## src/hw/adio_defines.vh

```
// Constants for the auxiliary digital I/O, sync and trigger block
`ifndef ADIO_DEFINES_VH
`define ADIO_DEFINES_VH
// ****************************************************************
// Output source selection codes
// ****************************************************************
`define ADIO_SRC_LOW 3'h0
`define ADIO_SRC_HIGH 3'h1
`define ADIO_SRC_OUTON 3'h2
`define ADIO_SRC_PHASEA 3'h3
`define ADIO_SRC_FAULT 3'h4
`define ADIO_SRC_TRANS 3'h5
`define ADIO_SRC_PROG 3'h6
`define ADIO_SRC_REMOTE 3'h7
// ****************************************************************
// Reset values
// ****************************************************************
`define ADIO_OUT1_RST 3'h2
`define ADIO_OUT2_RST 3'h3
// ****************************************************************
// Timing
// ****************************************************************
`define ADIO_CLK_NS 10
`define ADIO_PULSE_NS 1000
`define ADIO_PULSE_CYC ((`ADIO_PULSE_NS + `ADIO_CLK_NS - 1) / `ADIO_CLK_NS)
`define ADIO_LOCK_CYC 16
// Speed multiplier in thousandths, 1.000 to 10.000
`define ADIO_SPEED_MIN 16'h03e8
`define ADIO_SPEED_MAX 16'h2710
`endif

```

## src/hw/adio_pll.v

```verilog
// Phase accumulator engine locked to a sync reference edge
`timescale 1ns/100ps
`include "adio_defines.vh"
module adio_pll #(
   parameter AW = 32
) (
   input wire clk_i,
   input wire rst_n_i,
   input wire ref_edge_i,
   input wire track_i,
   input wire [AW-1:0] fset_i,
   input wire [AW-1:0] dev_limit_i,
   input wire [AW-1:0] offset_i,
   input wire [15:0] speed_i,
   output reg [AW-1:0] phase_o,
   output reg locked_o
);
   reg [AW-1:0] acc_q; // Raw phase accumulator
   reg [AW-1:0] freq_q; // Current frequency word
   reg [4:0] good_q; // Consecutive small-error edges
   reg [AW-1:0] err; // Phase error at reference edge
   reg [AW+15:0] adj; // Scaled correction
   reg [AW-1:0] fnext; // Proposed frequency word
   reg [15:0] spd; // Clamped multiplier
   reg [AW-1:0] acc_d; // Next accumulator value, damping kick included
   // ****************************************************************
   // Correction with clamp to setpoint plus or minus range
   // ****************************************************************
   always @* begin
      spd = speed_i;
      if (spd < `ADIO_SPEED_MIN) begin
         spd = `ADIO_SPEED_MIN;
      end else if (spd > `ADIO_SPEED_MAX) begin
         spd = `ADIO_SPEED_MAX;
      end
      err = acc_q; // Phase error relative to zero
      // Signed error scaled by speed; the deep shift keeps the loop slow at 1.000
      adj = {{16{err[AW-1]}}, err} * {{AW{1'b0}}, spd};
      fnext = freq_q - {{4{adj[AW+15]}}, adj[AW+15:20]};
      // Bound frequency even if the reference stays away
      if ($signed(fnext - fset_i) > $signed(dev_limit_i)) begin
         fnext = fset_i + dev_limit_i;
      end else if ($signed(fset_i - fnext) > $signed(dev_limit_i)) begin
         fnext = fset_i - dev_limit_i;
      end
      // A quarter of the error leaves the phase at each reference edge;
      // the frequency term alone would ring forever and never settle
      acc_d = acc_q + freq_q;
      if (track_i && ref_edge_i) begin
         acc_d = acc_d - {{2{err[AW-1]}}, err[AW-1:2]};
      end
   end
   // ****************************************************************
   // Accumulator, frequency and lock tracking
   // ****************************************************************
   always @(posedge clk_i) begin
      if (!rst_n_i) begin
         acc_q <= {AW{1'b0}};
         // Start at the setpoint so the range holds from the first cycle
         freq_q <= fset_i;
         good_q <= 5'h00;
         phase_o <= {AW{1'b0}};
         locked_o <= 1'b0;
      end else begin
         acc_q <= acc_d;
         phase_o <= acc_d + offset_i; // Offset applied to phase A
         if (!track_i) begin
            // Free run at setpoint, lock lost
            freq_q <= fset_i;
            good_q <= 5'h00;
            locked_o <= 1'b0;
         end else if (ref_edge_i) begin
            freq_q <= fnext;
            // Small error counts toward lock
            if (err[AW-1:AW-6] == 6'h00 || err[AW-1:AW-6] == 6'h3f) begin
               if (good_q != `ADIO_LOCK_CYC) begin
                  good_q <= good_q + 5'h01;
               end else begin
                  locked_o <= 1'b1;
               end
            end else begin
               good_q <= 5'h00;
               locked_o <= 1'b0;
            end
         end
      end
   end
endmodule // adio_pll

```

## src/hw/adio_top.v

```verilog
// Auxiliary digital outputs, strobes, sync engine and trigger logic
//
// Behaviour
// - Two outputs, fixed level or status source
// - Output-on and phase phase_flag_a status mapping
// - Fault source high while fault present
// - Transient source low only when stopped
// - Program and remote source mapping
// - Reset selects output-on and phase phase_flag_a
// - Per-output polarity flip inverts level
// - Actual pin level readable per output
// - Remote enable and inhibit bits held
// - Strobe on output relay change
// - Strobe on program setting change
// - Strobe at transient start
// - Sync input and output enables readable
// - Fixed phase offset to sync reference
// - Frequency clamped to setpoint plus or minus range
// - Source select: 1 TTL, 0 AC line
// - Loop speed multiplier 1.000 to 10.000
// - Lock status bit from loop
// - Trigger accepted only when enabled
// - Skip_zero_cross start or wait for phase
// - Rearm returns to armed after each run, latched at run command
// - Trigger output pulses, else function strobe
`timescale 1ns/100ps
`include "adio_defines.vh"
module adio_top #(
   parameter AW = 32,
   parameter PULSE_CYC = `ADIO_PULSE_CYC
) (
   input wire MCLK_I,
   input wire RST_N_I,
   // Configuration from the command layer
   input wire [2:0] OUT1_SEL_I,
   input wire [2:0] OUT2_SEL_I,
   input wire OUT1_SEL_WR_I,
   input wire OUT2_SEL_WR_I,
   input wire OUT1_FLIP_I,
   input wire OUT2_FLIP_I,
   input wire REM_ENA_I,
   input wire REM_INH_I,
   input wire STB_RELAY_EN_I,
   input wire STB_PROG_EN_I,
   input wire STB_TRANS_EN_I,
   input wire SYNC_IN_EN_I,
   input wire SYNC_OUT_EN_I,
   input wire SYNC_SRC_TTL_I,
   input wire [AW-1:0] SYNC_OFFSET_I,
   input wire [AW-1:0] FREQ_SET_I,
   input wire [AW-1:0] SYNC_RANGE_I,
   input wire [15:0] SYNC_SPEED_I,
   input wire TRIG_IN_EN_I,
   input wire SKIP_ZC_I,
   input wire REARM_I,
   input wire TRIG_OUT_EN_I,
   input wire [AW-1:0] UPD_PHASE_I,
   // Instrument status
   input wire OUTPUT_ON_I,
   input wire PHASE_PHASE_FLAG_A_SINGLE_I,
   input wire FAULT_I,
   input wire TRANS_ACTIVE_I,
   input wire PROG_RUN_I,
   input wire REMOTE_I,
   input wire PROG_CHANGE_I,
   input wire RUN_CMD_I,
   input wire TRANS_DONE_I,
   // Pins
   input wire SYNC_TTL_I,
   input wire AC_LINE_I,
   input wire TRIG_PIN_I,
   output reg DOUT1_O,
   output reg DOUT2_O,
   output reg SYNC_PIN_O,
   output reg TRIG_PIN_O,
   // Readback and control out
   output reg [1:0] DOUT_LEVEL_O,
   output reg REM_ENA_O,
   output reg REM_INH_O,
   output reg SYNC_IN_EN_O,
   output reg SYNC_OUT_EN_O,
   output reg SYNC_LOCK_O,
   output reg [AW-1:0] PHASE_A_O,
   output reg TRANS_START_O
);
   // ****************************************************************
   // Source selection function
   // ****************************************************************
   // Maps a select code to its status level
   function src_level;
      input [2:0] sel;
      input on, phase_flag_a, flt, tr, prg, rem;
      begin
         case (sel)
            `ADIO_SRC_LOW: src_level = 1'b0;
            `ADIO_SRC_HIGH: src_level = 1'b1;
            `ADIO_SRC_OUTON: src_level = on;
            `ADIO_SRC_PHASEA: src_level = phase_flag_a;
            `ADIO_SRC_FAULT: src_level = flt;
            `ADIO_SRC_TRANS: src_level = tr;
            `ADIO_SRC_PROG: src_level = prg;
            `ADIO_SRC_REMOTE: src_level = rem;
            default: src_level = 1'b0;
         endcase
      end
   endfunction
   // ****************************************************************
   // Pin synchronisers
   // ****************************************************************
   reg [1:0] ttl_s_q; // Sync TTL pin, two stages
   reg [1:0] ac_s_q; // AC line reference, two stages
   reg [1:0] trg_s_q; // Trigger pin, two stages
   reg ref_prev_q; // Previous synced reference for edges
   // Only the second stage of each pair is read by logic
   always @(posedge MCLK_I) begin
      if (!RST_N_I) begin
         ttl_s_q <= 2'h0;
         ac_s_q <= 2'h0;
         trg_s_q <= 2'h0;
         ref_prev_q <= 1'b0;
      end else begin
         ttl_s_q <= {ttl_s_q[0], SYNC_TTL_I};
         ac_s_q <= {ac_s_q[0], AC_LINE_I};
         trg_s_q <= {trg_s_q[0], TRIG_PIN_I};
         ref_prev_q <= SYNC_SRC_TTL_I ? ttl_s_q[1] : ac_s_q[1];
      end
   end
   wire ref_lvl = SYNC_SRC_TTL_I ? ttl_s_q[1] : ac_s_q[1];
   wire ref_edge = ref_lvl & ~ref_prev_q;
   // ****************************************************************
   // Settings and digital outputs
   // ****************************************************************
   reg [2:0] sel1_q; // Output 1 source
   reg [2:0] sel2_q; // Output 2 source
   reg lvl1;
   reg lvl2;
   always @* begin
      lvl1 = src_level(sel1_q, OUTPUT_ON_I, PHASE_PHASE_FLAG_A_SINGLE_I, FAULT_I,
                       TRANS_ACTIVE_I, PROG_RUN_I, REMOTE_I) ^ OUT1_FLIP_I;
      lvl2 = src_level(sel2_q, OUTPUT_ON_I, PHASE_PHASE_FLAG_A_SINGLE_I, FAULT_I,
                       TRANS_ACTIVE_I, PROG_RUN_I, REMOTE_I) ^ OUT2_FLIP_I;
   end
   // Select registers written only on strobe so reset defaults hold
   always @(posedge MCLK_I) begin
      if (!RST_N_I) begin
         sel1_q <= `ADIO_OUT1_RST;
         sel2_q <= `ADIO_OUT2_RST;
         DOUT1_O <= 1'b0;
         DOUT2_O <= 1'b0;
         DOUT_LEVEL_O <= 2'h0;
         REM_ENA_O <= 1'b0;
         REM_INH_O <= 1'b0;
         SYNC_IN_EN_O <= 1'b0;
         SYNC_OUT_EN_O <= 1'b0;
      end else begin
         if (OUT1_SEL_WR_I) begin
            sel1_q <= OUT1_SEL_I;
         end
         if (OUT2_SEL_WR_I) begin
            sel2_q <= OUT2_SEL_I;
         end
         DOUT1_O <= lvl1;
         DOUT2_O <= lvl2;
         // Readback mirrors the pin registers exactly
         DOUT_LEVEL_O <= {lvl2, lvl1};
         REM_ENA_O <= REM_ENA_I;
         REM_INH_O <= REM_INH_I;
         SYNC_IN_EN_O <= SYNC_IN_EN_I;
         SYNC_OUT_EN_O <= SYNC_OUT_EN_I;
      end
   end
   // ****************************************************************
   // Sync engine
   // ****************************************************************
   wire [AW-1:0] phase_w;
   wire lock_w;
   adio_pll #(
      .AW(AW)
   ) u_pll (
      .clk_i(MCLK_I),
      .rst_n_i(RST_N_I),
      .ref_edge_i(ref_edge),
      .track_i(SYNC_IN_EN_I),
      .fset_i(FREQ_SET_I),
      .dev_limit_i(SYNC_RANGE_I),
      .offset_i(SYNC_OFFSET_I),
      .speed_i(SYNC_SPEED_I),
      .phase_o(phase_w),
      .locked_o(lock_w)
   );
   reg [AW-1:0] phase_prev_q; // For phase crossing detection
   always @(posedge MCLK_I) begin
      if (!RST_N_I) begin
         PHASE_A_O <= {AW{1'b0}};
         SYNC_LOCK_O <= 1'b0;
         SYNC_PIN_O <= 1'b0;
         phase_prev_q <= {AW{1'b0}};
      end else begin
         PHASE_A_O <= phase_w;
         phase_prev_q <= phase_w;
         SYNC_LOCK_O <= lock_w & SYNC_IN_EN_I;
         // Square wave from the phase MSB, held low when disabled
         SYNC_PIN_O <= SYNC_OUT_EN_I & ~phase_w[AW-1];
      end
   end
   // Phase passes the update point between two samples
   wire upd_cross = (phase_w - UPD_PHASE_I) < (phase_w - phase_prev_q);
   // ****************************************************************
   // Trigger handling
   // ****************************************************************
   localparam ST_IDLE = 2'h0; // Not armed
   localparam ST_ARMED = 2'h1; // Run command given, waiting trigger
   localparam ST_WAIT = 2'h2; // Trigger seen, waiting for phase
   localparam ST_RUN = 2'h3; // Sequence running
   reg [1:0] st_q;
   reg [1:0] st_d;
   reg start_d;
   reg rearm_q; // Rearm latched for this run
   // Level-sensitive trigger, gated by enable
   wire trig_ok = TRIG_IN_EN_I & trg_s_q[1];
   always @* begin
      st_d = st_q;
      start_d = 1'b0;
      case (st_q)
         ST_IDLE: begin
            if (RUN_CMD_I) begin
               st_d = ST_ARMED;
            end
         end
         ST_ARMED: begin
            if (trig_ok) begin
               if (SKIP_ZC_I) begin
                  st_d = ST_RUN;
                  start_d = 1'b1;
               end else begin
                  st_d = ST_WAIT;
               end
            end
         end
         ST_WAIT: begin
            if (upd_cross) begin
               st_d = ST_RUN;
               start_d = 1'b1;
            end
         end
         ST_RUN: begin
            // Rearm returns to armed; high level retriggers
            if (TRANS_DONE_I) begin
               st_d = rearm_q ? ST_ARMED : ST_IDLE;
            end
         end
         default: st_d = ST_IDLE;
      endcase
   end
   always @(posedge MCLK_I) begin
      if (!RST_N_I) begin
         st_q <= ST_IDLE;
         rearm_q <= 1'b0;
         TRANS_START_O <= 1'b0;
      end else begin
         st_q <= st_d;
         if (RUN_CMD_I) begin
            rearm_q <= REARM_I;
         end
         TRANS_START_O <= start_d;
      end
   end
   // ****************************************************************
   // Strobe and trigger output pulse
   // ****************************************************************
   localparam CW = 16;
   localparam [CW-1:0] PULSE_LEN = PULSE_CYC[CW-1:0];
   reg relay_prev_q; // Output relay state last cycle
   reg [CW-1:0] pcnt_q; // Remaining pulse cycles
   reg fire;
   always @* begin
      fire = 1'b0;
      if (STB_RELAY_EN_I && (OUTPUT_ON_I != relay_prev_q)) begin
         fire = 1'b1;
      end
      if (STB_PROG_EN_I && PROG_CHANGE_I) begin
         fire = 1'b1;
      end
      if ((STB_TRANS_EN_I || TRIG_OUT_EN_I) && start_d) begin
         fire = 1'b1;
      end
   end
   // One pin shared by trigger out and function strobe
   always @(posedge MCLK_I) begin
      if (!RST_N_I) begin
         relay_prev_q <= OUTPUT_ON_I; // Tracks in reset, so release makes no false strobe
         pcnt_q <= {CW{1'b0}};
         TRIG_PIN_O <= 1'b0;
      end else begin
         relay_prev_q <= OUTPUT_ON_I;
         if (fire) begin
            pcnt_q <= PULSE_LEN; // Retrigger restarts width
            TRIG_PIN_O <= 1'b1;
         end else if (pcnt_q > {{(CW-1){1'b0}}, 1'b1}) begin
            pcnt_q <= pcnt_q - {{(CW-1){1'b0}}, 1'b1};
         end else begin
            pcnt_q <= {CW{1'b0}};
            TRIG_PIN_O <= 1'b0;
         end
      end
   end
endmodule // adio_top

```

## config.mk

```make
export PLATFORM = sky130hd
export DESIGN_NAME = adio_top
export DESIGN_NICKNAME = d
export VERILOG_FILES = /design/src/hw/adio_pll.v /design/src/hw/adio_top.v
export VERILOG_INCLUDE_DIRS = /design/src /design/src/hw
export SDC_FILE = /design/constraint.sdc
export NUM_CORES = 2
export LEC_CHECK = 0
export BUFFER_PORTS_ARGS = -buffer_cell sky130_fd_sc_hd__clkbuf_2
export CAP_MARGIN = 20
export CORE_MARGIN = 8
export CORE_UTILIZATION = 60
export DETAILED_ROUTE_END_ITERATION = 8
export MAX_ROUTING_LAYER = met4
export PLACE_DENSITY = 0.89
export SLEW_MARGIN = 0
export SYNTH_ARGS = -nofsm -noshare
export SYNTH_HDL_FRONTEND = slang
export SYNTH_SLANG_ARGS = --single-unit
export TNS_END_PERCENT = 100
```

## constraint.sdc

```tcl
create_clock -name MCLK_I -period 18.23 [get_ports MCLK_I]
set_input_delay 0.9115 -clock MCLK_I [delete_from_list [all_inputs] [get_ports MCLK_I]]
set_output_delay 0.9115 -clock MCLK_I [all_outputs]
set_load 0.01 [all_outputs]
```

======== Yosys cells after proc, flatten, opt, wreduce, memory -nomap -nowiden ========
Index checks and enable logic that the tools add are counted.
W data, S select, Z words.
operators by class
  $lt $le $gt $ge ......................... 6
  multiplexer cells ....................... 33
  $mul .................................... 1
  shift-type cells ........................ 0
  add/subtract/negate cells ............... 12
  div/mod/pow operators ................... 0
  reductions and logical operators ........ 15
  bitwise operators ....................... 10
  equality and inequality tests ........... 28
operator list
  kind                     number
  $sub A32 B32 Y32         7
  $mux W32                 6
  $add A32 B32 Y32         3
  $gt A32 B32 Y1           2
  $mul A32 B17 Y48         1
  $lt A32 B32 Y1           1
  $mux W16                 2
  $eq A3 B3 Y1 const B     8
  $gt A16 B1 Y1 const B    1
  $gt A16 B14 Y1 const B   1
  $lt A16 B10 Y1 const B   1
  $pmux W1 S8              2
  $sub A16 B1 Y16 const B  1
  $mux W7                  2
  $ne A2 B2 Y1 const B     7
  $mux W1                  13
  $eq A3 B2 Y1 const B     4
  $mux W5                  2
  $mux W2                  4
  $pmux W2 S4              1
  $eq A3 B1 Y1 const B     2
  $eq A6 B6 Y1 const B     1
  $logic_not A3 Y1         2
  $logic_not A6 Y1         1
  16 further kinds         30
word-level totals
  latch bits .............................. 0
  bits in read-only memories .............. 0
  output and inout port bits .............. 44
  register bits ........................... 179
  memory bits (writable) .................. 0
  memories ................................ 0

======== Depth between registers and ports, before layout ========
  word-level depth ........................ 12
  gate-level depth with buffers ........... 69
  mapped depth without buffers ............ 64

======== Hierarchy ========
Synthesis repeated with hierarchy kept, for this count alone.
unflattened totals
  cell total of the unflattened synthesis .. 5094
  area, all modules ....................... 41183.2 µm²
modules (own cells, without submodules)
  module    instances  cells each  area each (µm²)
  adio_pll  1          4321        34784.6
  adio_top  1          773         6398.6

======== Worst setup path after synthesis ========
No wires, ideal clock.
  path kind ............................... input to register
  from .................................... input SYNC_SPEED_I[15]
  to ...................................... register u_pll.freq_q[15], data pin
  required time ........................... 17.963 ns
  path buffers ............................ 5
  arrival time ............................ 13.768 ns
  library setup time ...................... 0.267 ns
  setup slack ............................. 4.195 ns
  cell stages on the path ................. 64
  cells stage by stage .................... or4_1 o21ai_0 a21oi_1 o31ai_1 and3b_1 clkbuf_1 nand2_1 nand2_1 clkbuf_1 nand2_1 fa_1 fa_1 fa_1 inv_1 fa_1 fa_1 inv_1 fa_1 [... 28 more ...] o221ai_2 a31oi_1 o21bai_1 a21oi_1 xnor2_1 ha_1 nor2b_1 o21ai_0 nand2b_1 a2111oi_0 o2111a_1 a21oi_1 and3_1 clkbuf_1 buf_2 a221o_1 a22oi_1 o21ai_0
between the ends
  cells in the longest elaborated chain, start to end .. 12
  elaborated cells between the ends (all ways) .. 15
RTL lines
  what                      line           text
  start, declared           adio_top.v:52  input wire [15:0] SYNC_SPEED_I,
  $gt A16 B14 Y1 (no line)  n/a
  $mux W16                  adio_pll.v:33  end else if (spd > `ADIO_SPEED_MAX) begin
  $mux W16 (*)              adio_pll.v:31  if (spd < `ADIO_SPEED_MIN) begin
  $mul A32 B17 Y48 (*)      adio_pll.v:38  adj = {{16{err[AW-1]}}, err} * {{AW{1'b0}}, spd};
  $sub A32 B32 Y32 (*)      adio_pll.v:39  fnext = freq_q - {{4{adj[AW+15]}}, adj[AW+15:20]};
  $sub A32 B32 Y32          adio_pll.v:43  end else if ($signed(fset_i - fnext) > $signed(dev_limit_i)) begin
  $gt A32 B32 Y1            adio_pll.v:43
  $mux W32                  adio_pll.v:43
  $mux W32 (*)              adio_pll.v:41  if ($signed(fnext - fset_i) > $signed(dev_limit_i)) begin
  $mux W32 (*)              adio_pll.v:72  end else if (ref_edge_i) begin
  $mux W32 (*)              adio_pll.v:67  if (!track_i) begin
  $mux W32 (*)              adio_pll.v:57  if (!rst_n_i) begin
  end signal, assigned      adio_pll.v:60  freq_q <= fset_i;
  end signal, assigned      adio_pll.v:69  freq_q <= fset_i;
  end signal, assigned      adio_pll.v:73  freq_q <= fnext;
  end, declared             adio_pll.v:19  reg [AW-1:0] freq_q;
Mark *: on every way between the ends. The rest lies on a longest branch, timed or not. The select of a mux whose other input is x is not followed.
A chain may end at the register's enable or synchronous reset.

======== Final worst setup path ========
  from .................................... input SYNC_SPEED_I[3]
  to ...................................... register u_pll.freq_q[13], data pin
The elaborated chain is that of the path after synthesis.

==> metrics.txt <==
status finished clean; largest net degree at the start of global routing 106; Async SR Flop Fraction 0%; drt pass-1 iters 6; flop2flop setup slack between 2 and 3 ns; CP max stage delay 0.72 ns; hold_buf cts 0; max frequency around 60 MHz; Max FO, Critical Path 32; final worst path period share between 90% and 100%; fill cell count roughly 5.5k; Root Buffer clkbuf_16; library cells used by synthesis 100; Final Hold Fails 0; Final setup violation count 0; H-tree depth 4; final WL approximately 120000 um; total track usage a little under a third; minimum clock period between 15 and 20 ns; post-synth top area share about a quarter; vias in the first global route about 37k; sequential fraction of the synthesis area about a tenth; Post-Place Worst Slack 1.31 ns; Setup crit end kind flip-flop; setup TNS 0 ns; Area Overhead vs Synth 6.45%; clk_lat worst skew 0.47 ns; Slowest cell on crit path nand3_1; Slew @ Worst Pin around 1.2 ns; Slew Viols, Final 0; synthesized area between 0.04 and 0.05 sq mm; cell taking the most area after synthesis fa_1; Die Ht ~280 um; startpoint types input pin; Clock Skew approximately 0.015 ns; CTS buffer count 17; gpl congestion around 1.0; Ys Warns 0; Mapped Cells 4915; Site Rows 95; hpwl dp roughly 97000 um; Starting Density 60.3%; first-pass GRT wire length 187000 um; Post-CTS Setup Inserts 0; number of clock sinks about 180; Seq cells post-synth 177; Routed WL per cell 19.5 um; Crit Path Class input pin to flip-flop; Die X roughly 280 um; top cells by area, synth fa_1 24%, ha_1 16%, inv_1 8.1%; Iteration-0 DRC Markers 3342; CTS resizes 0; Via density approximately 6; hold crit path type flip-flop to flip-flop; IO Pins ~220; MaxCap Viol Count 0; final worst slack approximately 1.4 ns; antenna violations before repair 3; share of cells above drive strength 1 approximately 7.0%; I/O Buffers about 220; fin nets ~6.3k; Detail Route Antenna Nets 0; required time of the critical path approximately 18 ns; area of the multi-input gates between 0.03 and 0.04 sq mm; average cell area after synthesis around 8.2 sq um; Via Count around 36k; crit path DAT around 17 ns; Synth Flop Type dfxtp_1; Max Root-Sink Buffers 2; core area 0.0668 sq mm; Die ar. 0.0757 sq mm; grt total ovfl 0; unrepaired setup endpoints after global routing false; number of synthesized flops with an enable pin 32; CTS tree built; post-route DRC violation count 0; Seq. cell area around 0.0039 sq mm; WHS 0.444 ns; relative slew slack between 20% and 30%; clock slew at reported path FFs 0.08 ns
## layer usage
| layer | up-vias | routed length [um] | global-route usage, % |
|---|---|---|---|
| met3 | 490 | 9870 | 4.55 |
| met1 | 17000 | 44100 | 37.5 |
| met5 | - | 0 | - |
| li1 | 16500 | - | - |
| met2 | 1867 | 55300 | 51.8 |
| met4 | 0 | 7360 | 17.1 |
## cells by family after synthesis
family	count (synthesis)	synth area share (%)
XOR/XNOR	294	6.43
AND/OR/NAND/NOR	1306	15.5
buffers and inverters	1036	9.90
adder cells (fa/ha/maj)	1009	40.5
other	2	0.0186
AO/OA/AOI/OAI	1071	17.5
flip-flops	177	9.59
multiplexers	20	0.574
## worst max-delay path, delay by kind of cell
| family | cells | cell delay [ns] |
|---|---|---|
| simple gates | 13 | 3.43 |
| compound gates | 27 | 5.28 |
| buf+inv | 9 | 1.54 |
| mux | 1 | 0.38 |
| xor+xnor | 3 | 0.86 |
| fa+ha+maj | 10 | 4.54 |
## metrics by stage
stage	instance area [sq um]	instances	utilization, %
CTS	42800	5967	64.1
finish	42900	5977	64.2
global placement	42200	5935	63.2
floorplan	40500	4978	-
global route	42900	5974	64.2
detailed placement	42200	5935	63.2
## flip-flops by register name, summed over array words and instances (netlist names), 2 cells and up
| signal | count |
|---|---|
| phase_prev_q | 32 |
| st_q | 2 |
| u_pll.freq_q | 32 |
| sel2_q | 3 |
| u_pll.good_q | 5 |
| u_pll.acc_q | 32 |
| u_pll.phase_o | 32 |
| ac_s_q | 2 |
| pcnt_q | 16 |
| sel1_q | 3 |
| trg_s_q | 2 |
| ttl_s_q | 2 |
## path summary, 6_finish.rpt
path | to | start | cells after the start
worst max-delay path | u_pll.freq_q[13] | SYNC_SPEED_I[3] | 63
worst min-delay path | ac_s_q[1] | ac_s_q[0] | 1
worst max register to register | u_pll.freq_q[13] | u_pll.acc_q[9] | 55
worst min register to register | ac_s_q[1] | ac_s_q[0] | 1
## cell usage after synthesis, types with 32 or more instances
library cell	instances
ha_1	517
nand2_1	464
nor2_1	284
nand2b_1	68
xor2_1	91
dfxtp_1	145
inv_1	871
edfxtp_1	32
xnor2_1	201
nand4_1	46
o21a_1	48
clkbuf_1	148
o21bai_1	58
fa_1	492
a31oi_1	32
nor2b_1	59
and2_1	151
o21ai_0	184
and3_1	54
a21o_1	166
a21oi_1	315
nor3_1	46
nand3_1	52
## placed cells by master, fill, tap and decap left out, drive strengths merged, types with 32 or more instances in the layout
cell / instances
o21bai: 58
o21ai: 200
xor2: 92
clkbuf: 240
nand2b: 68
a21o: 171
dfxtp: 145
nand4: 46
o21a: 48
nor2: 284
inv: 882
nor3: 46
fa: 492
edfxtp: 32
a21oi: 318
nand2: 464
nand3: 52
a31oi: 33
and3: 55
nor2b: 59
xnor2: 202
conb: 65
ha: 517
and2: 153
## layout make-up
type                       count  share of cell area (%)
multi-input combinational   3765                    76.2
sequential                   177                    9.01
inverter                     872                    7.63
timing repair buffer         252                    3.15
tap                          873                    2.55
clock buffer                  18                    1.02
clock inverter                14                   0.368
antenna                        6                  0.0350
Power is not shown: default switching activity piles up to over one toggle a cycle in this logic, so the estimate is an artifact.
